$ cat src/fawc_pkg.sv
// shared constants and carriers for the flash access wait control block
// assumes a single 100 MHz cpu clock and a synchronous active-high reset
package fawc_pkg;

    // =========================================================
    // widths
    localparam int ADDR_W = 24;
    localparam int DATA_W = 16;
    localparam int WS_W   = 2;
    localparam int TMR_W  = 26;

    // =========================================================
    // timing: figures as printed, cycles derived from the clock rate
    localparam int CLK_MHZ         = 100;
    localparam int PROG_TIME_MS    = 5;    // longest block programming time
    localparam int ERASE_TIME_MS   = 500;  // longest sector erase time
    localparam int US_PER_MS       = 1000;
    localparam logic [TMR_W-1:0] PROG_CYCLES  =
        TMR_W'(PROG_TIME_MS * US_PER_MS * CLK_MHZ);
    localparam logic [TMR_W-1:0] ERASE_CYCLES =
        TMR_W'(ERASE_TIME_MS * US_PER_MS * CLK_MHZ);

    // =========================================================
    // programming block geometry: 128 bytes per block
    localparam int BLOCK_BITS = 7;
    localparam logic [BLOCK_BITS-1:0] BLOCK_ZERO = 7'h00;

    // =========================================================
    // reset values
    localparam logic [WS_W-1:0]   WS_ZERO   = 2'h0;
    localparam logic [DATA_W-1:0] DATA_ZERO = 16'h0000;
    localparam logic [ADDR_W-1:0] ADDR_ZERO = 24'h000000;
    localparam logic [TMR_W-1:0]  TMR_ZERO  = 26'h0000000;
    localparam logic [TMR_W-1:0]  TMR_ONE   = 26'h0000001;

    // =========================================================
    // read request from the fetch / data requester
    typedef struct packed {
        logic              valid;
        logic              seq;    // sequential, served from prefetch
        logic [ADDR_W-1:0] addr;
    } fawc_rd_req_s;

    // program / erase request
    typedef struct packed {
        logic              valid;
        logic              erase;  // 1: sector erase, 0: block program
        logic [ADDR_W-1:0] addr;
    } fawc_op_req_s;

    typedef enum logic [1:0] {
        ST_IDLE,
        ST_ACCESS,
        ST_OP
    } fawc_state_e;

endpackage

$ cat src/fawc_op_timer.sv
// down counter timing one program or erase operation
// assumes start is a one-cycle pulse given only while not busy
module fawc_op_timer
    import fawc_pkg::*;
(
    input  wire logic             clock,
    input  wire logic             srst,
    input  wire logic             start,
    input  wire logic [TMR_W-1:0] load,
    output logic                  busy_q,
    output logic                  done_q
);

    logic [TMR_W-1:0] cnt_q;
    wire              last = busy_q && (cnt_q == TMR_ONE);

    // =========================================================
    // busy for exactly load cycles after the start edge
    always_ff @(posedge clock) begin
        if (srst) begin
            cnt_q  <= TMR_ZERO;
            busy_q <= 1'b0;
            done_q <= 1'b0;
        end else begin
            done_q <= last;
            if (start) begin
                cnt_q  <= load;
                busy_q <= 1'b1;
            end else if (busy_q) begin
                cnt_q  <= cnt_q - TMR_ONE;
                busy_q <= !last;
            end
        end
    end

endmodule // fawc_op_timer

$ cat src/fawc_flash_access_wait_control.sv
// wait-state sequencer for reads from the on-chip flash array,
// plus timing of block programming and sector erase
// assumes the flash array answers within its access time of the address,
// and that the wait field comes from the memory bus control register
module fawc_flash_access_wait_control
    import fawc_pkg::*;
#(
    parameter logic [TMR_W-1:0] PROG_CYC  = PROG_CYCLES,
    parameter logic [TMR_W-1:0] ERASE_CYC = ERASE_CYCLES
)
(
    input  wire logic                 clock,
    input  wire logic                 srst,
    input  wire logic [WS_W-1:0]      flash_wait_count,
    input  wire fawc_rd_req_s         rd_req,
    input  wire fawc_op_req_s         op_req,
    input  wire logic [DATA_W-1:0]    array_rdata,
    output logic                      ready_q,
    output logic                      rvalid_q,
    output logic [DATA_W-1:0]         rdata_q,
    output logic [ADDR_W-1:0]         array_addr_q,
    output logic [ADDR_W-1:0]         op_addr_q,
    output logic                      op_erase_q,
    output logic                      op_busy_q,
    output logic                      op_done_q
);

    fawc_state_e      state_q;
    fawc_state_e      state_d;
    logic [WS_W-1:0]  wait_q;
    logic [TMR_W-1:0] elapsed_q;

    // =========================================================
    // request decode; reads win over a program or erase start
    wire rd_take  = rd_req.valid && ready_q;
    wire op_take  = op_req.valid && ready_q && !rd_req.valid;
    wire wait_end = (state_q == ST_ACCESS) && (wait_q == WS_ZERO);
    // sequential fetches come from prefetch, so no wait states
    wire [WS_W-1:0] wait_load = rd_req.seq ? WS_ZERO : flash_wait_count;
    // programming works on whole blocks, low address bits dropped
    wire [ADDR_W-1:0] op_addr_aln = op_req.erase ? op_req.addr :
        {op_req.addr[ADDR_W-1:BLOCK_BITS], BLOCK_ZERO};
    wire [TMR_W-1:0] op_load = op_req.erase ? ERASE_CYC : PROG_CYC;

    // =========================================================
    // next state
    always_comb begin
        state_d = state_q;
        case (state_q)
            ST_IDLE: begin
                if (rd_take) begin
                    state_d = ST_ACCESS;
                end else if (op_take) begin
                    state_d = ST_OP;
                end
            end
            ST_ACCESS: begin
                if (wait_end) begin
                    state_d = ST_IDLE;
                end
            end
            ST_OP: begin
                if (op_done_q) begin
                    state_d = ST_IDLE;
                end
            end
            default: state_d = ST_IDLE;
        endcase
    end

    // =========================================================
    // state, handshake and wait counter
    always_ff @(posedge clock) begin
        if (srst) begin
            state_q <= ST_IDLE;
            ready_q <= 1'b1;
            wait_q  <= WS_ZERO;
        end else begin
            state_q <= state_d;
            ready_q <= (state_d == ST_IDLE); // stalled while waits run
            if (rd_take) begin
                wait_q <= wait_load;
            end else if (state_q == ST_ACCESS && !wait_end) begin
                wait_q <= wait_q - 2'h1;
            end
        end
    end

    // =========================================================
    // read path: data captured only in the last access cycle
    always_ff @(posedge clock) begin
        if (srst) begin
            rvalid_q     <= 1'b0;
            rdata_q      <= DATA_ZERO;
            array_addr_q <= ADDR_ZERO;
        end else begin
            rvalid_q <= wait_end;
            if (wait_end) begin
                rdata_q <= array_rdata;
            end
            if (rd_take) begin
                array_addr_q <= rd_req.addr;
            end
        end
    end

    // =========================================================
    // program / erase bookkeeping
    always_ff @(posedge clock) begin
        if (srst) begin
            op_addr_q  <= ADDR_ZERO;
            op_erase_q <= 1'b0;
            elapsed_q  <= TMR_ZERO;
        end else begin
            if (op_take) begin
                op_addr_q  <= op_addr_aln;
                op_erase_q <= op_req.erase;
                elapsed_q  <= TMR_ZERO;
            end else if (op_busy_q) begin
                elapsed_q <= elapsed_q + TMR_ONE;
            end
        end
    end

    // one shared timer: program and erase never overlap
    fawc_op_timer u_timer (
        .clock  (clock),
        .srst   (srst),
        .start  (op_take),
        .load   (op_load),
        .busy_q (op_busy_q),
        .done_q (op_done_q)
    );

    // =========================================================
    // checks
    logic [WS_W:0]   acc_len_q;
    logic [WS_W-1:0] ws_seen_q;
    always_ff @(posedge clock) begin
        if (srst) begin
            acc_len_q <= 3'h0;
            ws_seen_q <= WS_ZERO;
        end else if (rd_take) begin
            acc_len_q <= 3'h1;
            ws_seen_q <= wait_load;
        end else if (state_q == ST_ACCESS && !wait_end) begin
            acc_len_q <= acc_len_q + 3'h1;
        end
    end

    access_length_a: assert property (
        @(posedge clock) disable iff (srst)
        $rose(rvalid_q) |-> acc_len_q == {1'b0, ws_seen_q} + 3'h1)
        else $error("access length not one plus wait states");

    wait_field_a: assert property (
        @(posedge clock) disable iff (srst)
        rd_take && !rd_req.seq |=> wait_q == $past(flash_wait_count))
        else $error("wait count not taken from control field");

    seq_nowait_a: assert property (
        @(posedge clock) disable iff (srst)
        rd_take && rd_req.seq |=> ##1 rvalid_q)
        else $error("sequential access got wait states");

    stall_hold_a: assert property (
        @(posedge clock) disable iff (srst)
        state_q == ST_ACCESS && !wait_end |=> !ready_q && !rvalid_q)
        else $error("requester not stalled during access");

    data_final_a: assert property (
        @(posedge clock) disable iff (srst)
        rvalid_q |-> rdata_q == $past(array_rdata) && $past(state_q) == ST_ACCESS)
        else $error("read data not from final access cycle");

    prog_time_a: assert property (
        @(posedge clock) disable iff (srst)
        op_done_q && !op_erase_q |-> elapsed_q == PROG_CYC)
        else $error("block program time wrong");

    block_align_a: assert property (
        @(posedge clock) disable iff (srst)
        op_busy_q && !op_erase_q |-> op_addr_q[BLOCK_BITS-1:0] == BLOCK_ZERO)
        else $error("program address not block aligned");

    erase_time_a: assert property (
        @(posedge clock) disable iff (srst)
        op_done_q && op_erase_q |-> elapsed_q == ERASE_CYC)
        else $error("sector erase time wrong");

    cov_wait_read_c: cover property (
        @(posedge clock) disable iff (srst)
        rd_take && !rd_req.seq && flash_wait_count != WS_ZERO ##[1:5] rvalid_q);
    cov_seq_read_c: cover property (
        @(posedge clock) disable iff (srst) rd_take && rd_req.seq);
    cov_prog_done_c: cover property (
        @(posedge clock) disable iff (srst) op_done_q && !op_erase_q);
    cov_erase_done_c: cover property (
        @(posedge clock) disable iff (srst) op_done_q && op_erase_q);

endmodule // fawc_flash_access_wait_control

$ cat config.mk
export PLATFORM = sky130hd
export DESIGN_NAME = fawc_flash_access_wait_control
export DESIGN_NICKNAME = d
export VERILOG_FILES = /design/src/fawc_pkg.sv /design/src/fawc_op_timer.sv /design/src/fawc_flash_access_wait_control.sv
export SDC_FILE = /design/constraint.sdc
export NUM_CORES = 1
export LEC_CHECK = 0
export BUFFER_PORTS_ARGS = -buffer_cell sky130_fd_sc_hd__buf_2
export CAP_MARGIN = 40
export CORE_UTILIZATION = 40
export DETAILED_ROUTE_END_ITERATION = 12
export PLACE_DENSITY = 0.66
export SLEW_MARGIN = 20
export SYNTH_ARGS = -nofsm -noshare
export SYNTH_HDL_FRONTEND = slang
export SYNTH_HIERARCHICAL = 1
export SYNTH_SLANG_ARGS = --single-unit
export TNS_END_PERCENT = 30
$ cat constraint.sdc
create_clock -name clock -period 2.1 [get_ports clock]
set_input_delay 0 -clock clock [delete_from_list [all_inputs] [get_ports clock]]
set_output_delay 0 -clock clock [all_outputs]
set_load 0.02 [all_outputs]
==> results of run 1 <==
==> per-stage QoR <==
step	instance area (µm²)	util	std cells
finish	5990	0.580	871
floorplan	4290	-	532
CTS	5990	0.580	871
global placement	5090	0.493	787
detailed placement	5090	0.493	787
global route	5990	0.580	871
==> worst min-delay path: cells and delay by family <==
kind,cells,cell delay (ns)
buf+inv,1,0.23
simple gates,1,0.11
compound gates,1,0.06
==> area by class of cell <==
type / instances / area (µm²)
fill: 901 / 4330
multi-input combinational: 381 / 2060
sequential: 99 / 1980
timing repair buffer: 224 / 1500
tap: 136 / 170
clock buffer: 10 / 128
clock inverter: 6 / 95.1
inverter: 15 / 56.3
==> routing by layer <==
layer  GRT usage  up-vias  part of all wire
met5           0        -                 0
met4      0.0835        0             0.024
met3      0.0530       28             0.051
met2       0.372      150              0.48
met1       0.259     2034              0.44
li1            -     2208                 -
==> cell families after synthesis <==
family                     share of synthesized area
and+or+nand+nor                                0.271
AOI/OAI and AO/OA                              0.177
DFF                                            0.467
buffers and inverters                         0.0583
xor gates and xnor gates                      0.0165
adders and majority gates                    0.00884
other                                        0.00177
==> power groups by stage <==
stage,Clock [mW],Sequential (mW),Combinational [mW]
after floorplan,0,2.29,0.629
after global placement,0,2.20,1.01
after detailed placement,0,2.21,1.02
after CTS,1.41,2.17,1.13
after global routing,1.49,2.19,1.25
final,1.36,2.17,1.14
==> layout by cell type, fill, tap and decap left out, drive strengths merged, types with 9 or more instances in the layout <==
| cell type | synthesis | final |
|---|---|---|
| a21oi | 75 | 75 |
| a311oi | 11 | 11 |
| buf | 20 | 156 |
| clkbuf | 17 | 10 |
| conb | 2 | 13 |
| dfxtp | 99 | 99 |
| dlygate4sd3 | 0 | 68 |
| inv | 14 | 16 |
| nand2 | 137 | 137 |
| nor2 | 31 | 31 |
| nor4 | 9 | 9 |
==> repair_timing <==
action | 4_1_cts | 5_1_grt
gates resized for setup | 0 | 1
endpoints found under the setup margin | 0 | 3
hold buffers | 68 | 0
hold endpoints to repair | 67 | 0
==> registers in the layout, summed over array words and instances (netlist names) <==
name            cells
u_timer/cnt_q      26
array_addr_q       24
op_addr_q          24
rdata_q            16
state_q             2
wait_q              2
op_erase_q          1
ready_q             1
rvalid_q            1
u_timer/busy_q      1
u_timer/done_q      1
==> final timing paths <==
check        slack [ns]                end  cells past startpoint
max reg2reg        0.11  u_timer/cnt_q[23]                      5
max                0.11  u_timer/cnt_q[23]                      5
min reg2reg        0.46       op_addr_q[6]                      2
min                0.08         op_erase_q                      3
==> impl_metrics.csv, run 1 <==
group,metric,value,unit
run_status,outcome,"finished, final reports clean",
detailed_routing,viasPerCell,5.07,
grt,antenna_found_initial,0,
critical_path,crit_slowest_cell,"or4_1",
sta,max_slew.worst_pin.slew,0.716,ns
cts,clock_latency,0.37,ns
pwr,power,4.68,mW
cts,post-cts-setup-buffers,0,
critical_path,startpoint,"u_timer/cnt_q[8]",
sta,holdWs,0.0755,ns
sta,rsz0062_at_grt,"no",
pwr,p_seq_frac,0.464,
die,pin_count,141,
logic_synthesis,synth_area_leaders,"dfxtp_1 (47%), nand2_1 (12%), a21oi_1 (8.8%)",
critical_path,path_max_fanout,8,
logic_synthesis,synth.distinct_cells,59,
placed_design,dp_slack,0.101,ns
logic_synthesis,yosysWarnings,6,
logic_synthesis,synthesis.area,4250,µm²
logic_synthesis,synth_seq_cells,99,
die,die_area,11000,µm²
placed_design,port_buffers,140,
sta,hold_viol_final,0,
flow_run,maxCapViolCount,0,
cts,path_clk_slew,0.10,ns
grt,grt_max_degree,39,
final_layout,fin_nets,805,
critical_path,crit_family,"simple AND/OR/NAND/NOR gates",
sta,period_minus_slack,1.99,ns
detailed_routing,wl_per_cell,13.7,µm
placed_design,hpwlAfterDp,7.44,mm
logic_synthesis,ys.flop_type,"dfxtp_1",
detailed_routing,first_pass_iters,5,
pwr,leakagePower,2.58,nW
logic_synthesis,yosys.area.top_type_share,0.467,
die,dieHeight,105,µm
sta,fmax,504,MHz
sta,relSlewSlack,0.523,
critical_path,crit_path_end_kind,"flip-flop",
pwr,p_clk_frac,0.292,
grt,grt_pass1_vias,4124,
sta,finalCritPeriodShare,0.945,
detailed_routing,via_count,4420,
grt,grt_pass1_wl,19.3,mm
cts,h-tree-depth,3,
detailed_routing,route.detailed.drc,0,
cts,cts_buffers,9,
pwr,p_per_area,780,nW/µm²
min_path,hold_class,"in2reg",
critical_path,crit_chain,"nor4_1, buf_4, nand4_2, or4_1, a311oi_1",
cts,clock-root-buffer,"clkbuf_8",
final_layout,drive_gt1_frac,0.254,
pwr,comb_power_share,0.244,
logic_synthesis,synth_most_common_cell,"nand2_1",
die,rows,37,
logic_synthesis,async_flop_share,0,
critical_path,arrival,2.27,ns
cts,cts_tree,"built",
detailed_routing,first_iter_violations,352,
critical_path,crit_path_max_incr_delay,0.53,ns
logic_synthesis,synth_top_cell_by_area,"dfxtp_1",
logic_synthesis,synth_seq_area_share,0.467,
final_layout,num_antenna_cells,0,
critical_path,critPathLaunchType,"flip-flop",
sta,finClkSkew,0.0183,ns
pwr,switching_power,1.47,mW
sta,finalSetupViolCount,0,
grt,grtUsageTotal,0.216,
grt,overflow,0,
die,start_util,0.411,
sta,drv_slew,0,
pwr,p_int,3.20,mW
placed_design,globalplace.congestion,0.802,
critical_path,crit_buf_inv,1,
sta,tns,0,ns
min_path,min_from,"op_req[24]",
logic_synthesis,syn_inst,521,
critical_path,timing.rr.start,"u_timer/cnt_q[8]",
die,coreArea,10300,µm²
cts,cts_buffer_depth,2,
pwr,switching_share,0.315,
logic_synthesis,postSynthAreaPerCell,8.15,µm²
sta,setup_ws,0.115,ns
detailed_routing,wl,11.9,mm
final_layout,syn_to_final_growth,41.1,%
cts,cts.sinks,99,
logic_synthesis,synthTopCellsByCount,"nand2_1 (137), dfxtp_1 (99), a21oi_1 (75)",
critical_path,crit_type,"reg2reg",
logic_synthesis,synth_edf_count,0,
pwr,vdd_drop_max,0.368,mV
die,fp.dieW,105,µm
detailed_routing,ant_nets,0,
critical_path,crit_required,2.38,ns
No activity file was read; power rests on OpenSTA's default activity.
==> run 2: changes to the inputs <==
ABC_CLOCK_PERIOD_IN_PS = 1800   (was default)
PLACE_DENSITY = 0.68   (was 0.66)
clock period = 1.8 ns   (was 2.1 ns; I/O delays follow)
==> impl_metrics.csv, run 2 (synthesis gave the netlist of run 1 again) <==
group,metric,value,unit
run_status,outcome,"finished, violations left",
run_status,violations,"setup timing",
placed_design,post_dp_cell_area,5250,µm²
cts,h-tree-depth,3,
grt,grt_pass1_vias,4157,
critical_path,path_max_fanout,5,
cts,path_clk_slew,0.09,ns
critical_path,crit_required,2.08,ns
final_layout,final_common_cell,"buf_2",
critical_path,startpoint,"u_timer/cnt_q[8]",
sta,tns,-0.00443,ns
sta,holdWs,0.0449,ns
final_layout,postLayoutCellArea,6320,µm²
grt,overflow,0,
grt,antenna_found_initial,0,
die,die_area,11000,µm²
sta,setup_ws,-0.00443,ns
pwr,vdd_drop_max,0.395,mV
die,pin_count,141,
pwr,p_int,4.04,mW
sta,hold_viol_final,0,
pwr,p_clk_frac,0.299,
final_layout,final-seq-area,1990,µm²
grt,grt_pass1_wl,19.6,mm
critical_path,crit_type,"reg2reg",
detailed_routing,viasPerCell,5.12,
min_path,hold_class,"in2reg",
cts,cts_buffers,9,
cts,cts_tree,"built",
sta,period_minus_slack,1.80,ns
final_layout,syn_to_final_growth,48.9,%
cts,cts_buffer_depth,2,
critical_path,crit_path_end_kind,"flip-flop",
detailed_routing,via_count,4555,
sta,drv_slew,0,
pwr,switching_share,0.307,
grt,grtUsageTotal,0.220,
pwr,comb_power_share,0.267,
cts,cts.sinks,99,
sta,rsz0062_at_grt,"yes",
grt,grt_max_degree,57,
final_layout,fill_cells,881,
critical_path,timing.rr.start,"u_timer/cnt_q[8]",
pwr,p_seq_frac,0.434,
placed_design,hpwlAfterDp,7.80,mm
detailed_routing,first_iter_violations,296,
placed_design,globalplace.congestion,0.847,
critical_path,critPathLaunchType,"flip-flop",
detailed_routing,first_pass_iters,4,
pwr,leakagePower,2.73,nW
final_layout,multi_input_area,2170,µm²
die,rows,37,
final_layout,largest_reg_flops,26,
sta,finalCritPeriodShare,1.00,
sta,finClkSkew,0.0139,ns
flow_run,maxCapViolCount,0,
final_layout,num_antenna_cells,0,
final_layout,largest-register,"u_timer/cnt_q",
detailed_routing,wl,12.7,mm
detailed_routing,route.detailed.drc,0,
pwr,switching_power,1.79,mW
sta,finalSetupViolCount,1,
die,coreArea,10300,µm²
die,start_util,0.411,
sta,fmax,554,MHz
cts,clock_latency,0.37,ns
detailed_routing,wl_per_cell,14.2,µm
critical_path,arrival,2.08,ns
final_layout,top_regs,"u_timer/cnt_q x26, array_addr_q x24, op_addr_q x24",
final_layout,fin_nets,824,
pwr,power,5.83,mW
final_layout,layout_common_cells,"buf_2 (140), nand2_1 (136), dfxtp_1 (93)",
detailed_routing,ant_nets,0,
pwr,p_per_area,922,nW/µm²
cts,clock-root-buffer,"clkbuf_8",
final_layout,drive_gt1_frac,0.305,
placed_design,port_buffers,140,
min_path,min_from,"rd_req[24]",
die,fp.dieW,105,µm
die,dieHeight,105,µm
-- run 2: per-stage QoR --
stage | util | worst slack [ns] | cells
6_report | 0.612 | -0.00443 | 890
5_1_grt | 0.612 | -0.103 | 890
4_1_cts | 0.599 | -0.0217 | 888
3_5_place_dp | 0.508 | -0.0500 | 803
3_3_place_gp | 0.508 | -0.0240 | 803
2_1_floorplan | - | -0.0343 | 532
-- run 2: cell type report --
| cell class | count | share of cell area |
|---|---|---|
| Sequential cell | 99 | 0.315 |
| Multi-Input combinational cell | 381 | 0.344 |
| Timing Repair Buffer | 243 | 0.266 |
| Inverter | 15 | 0.00891 |
| Clock inverter | 6 | 0.0176 |
| Tap cell | 136 | 0.0269 |
| Clock buffer | 10 | 0.0218 |
-- run 2: path summary, 6_finish.rpt --
| path | end | slack, ns | cells after the start |
|---|---|---|---|
| setup / recovery | u_timer/cnt_q[13] | -0.004 | 3 |
| hold / removal | wait_q[0] | 0.04 | 4 |
| setup reg to reg | u_timer/cnt_q[13] | -0.004 | 3 |
| hold reg to reg | array_addr_q[13] | 0.45 | 2 |
-- run 2: power by group through the flow --
stage,combinational (mW),clock [mW],sequential [mW]
2_1_floorplan,0.738,0,2.68
3_3_place_gp,1.28,0,2.55
3_5_place_dp,1.31,0,2.56
4_1_cts,1.44,1.77,2.52
5_1_grt,1.68,1.89,2.55
6_report,1.55,1.74,2.53
-- run 2: what timing repair did --
action	4_1_cts	5_1_grt
endpoints found under the setup margin	5	16
endpoints found under the hold margin	67	0
hold buffers	68	0
gates resized for setup	1	26
pin swaps	3	21
buffers inserted	1	2
-- run 2: per-layer routing --
| metal | track usage | vias to the layer above | share of wire |
|---|---|---|---|
| li1 | - | 2246 | - |
| met1 | 0.263 | 2164 | 0.44 |
| met2 | 0.389 | 127 | 0.50 |
| met3 | 0.0512 | 18 | 0.050 |
| met4 | 0.0674 | 0 | 0.016 |
| met5 | 0 | - | 0 |
-- run 2: worst max-delay path: stages, from the launching register on --
cell and delay, ns:
dfxtp_2 0.37, or4_1 0.60, or4_1 0.52, a311oi_2 0.23
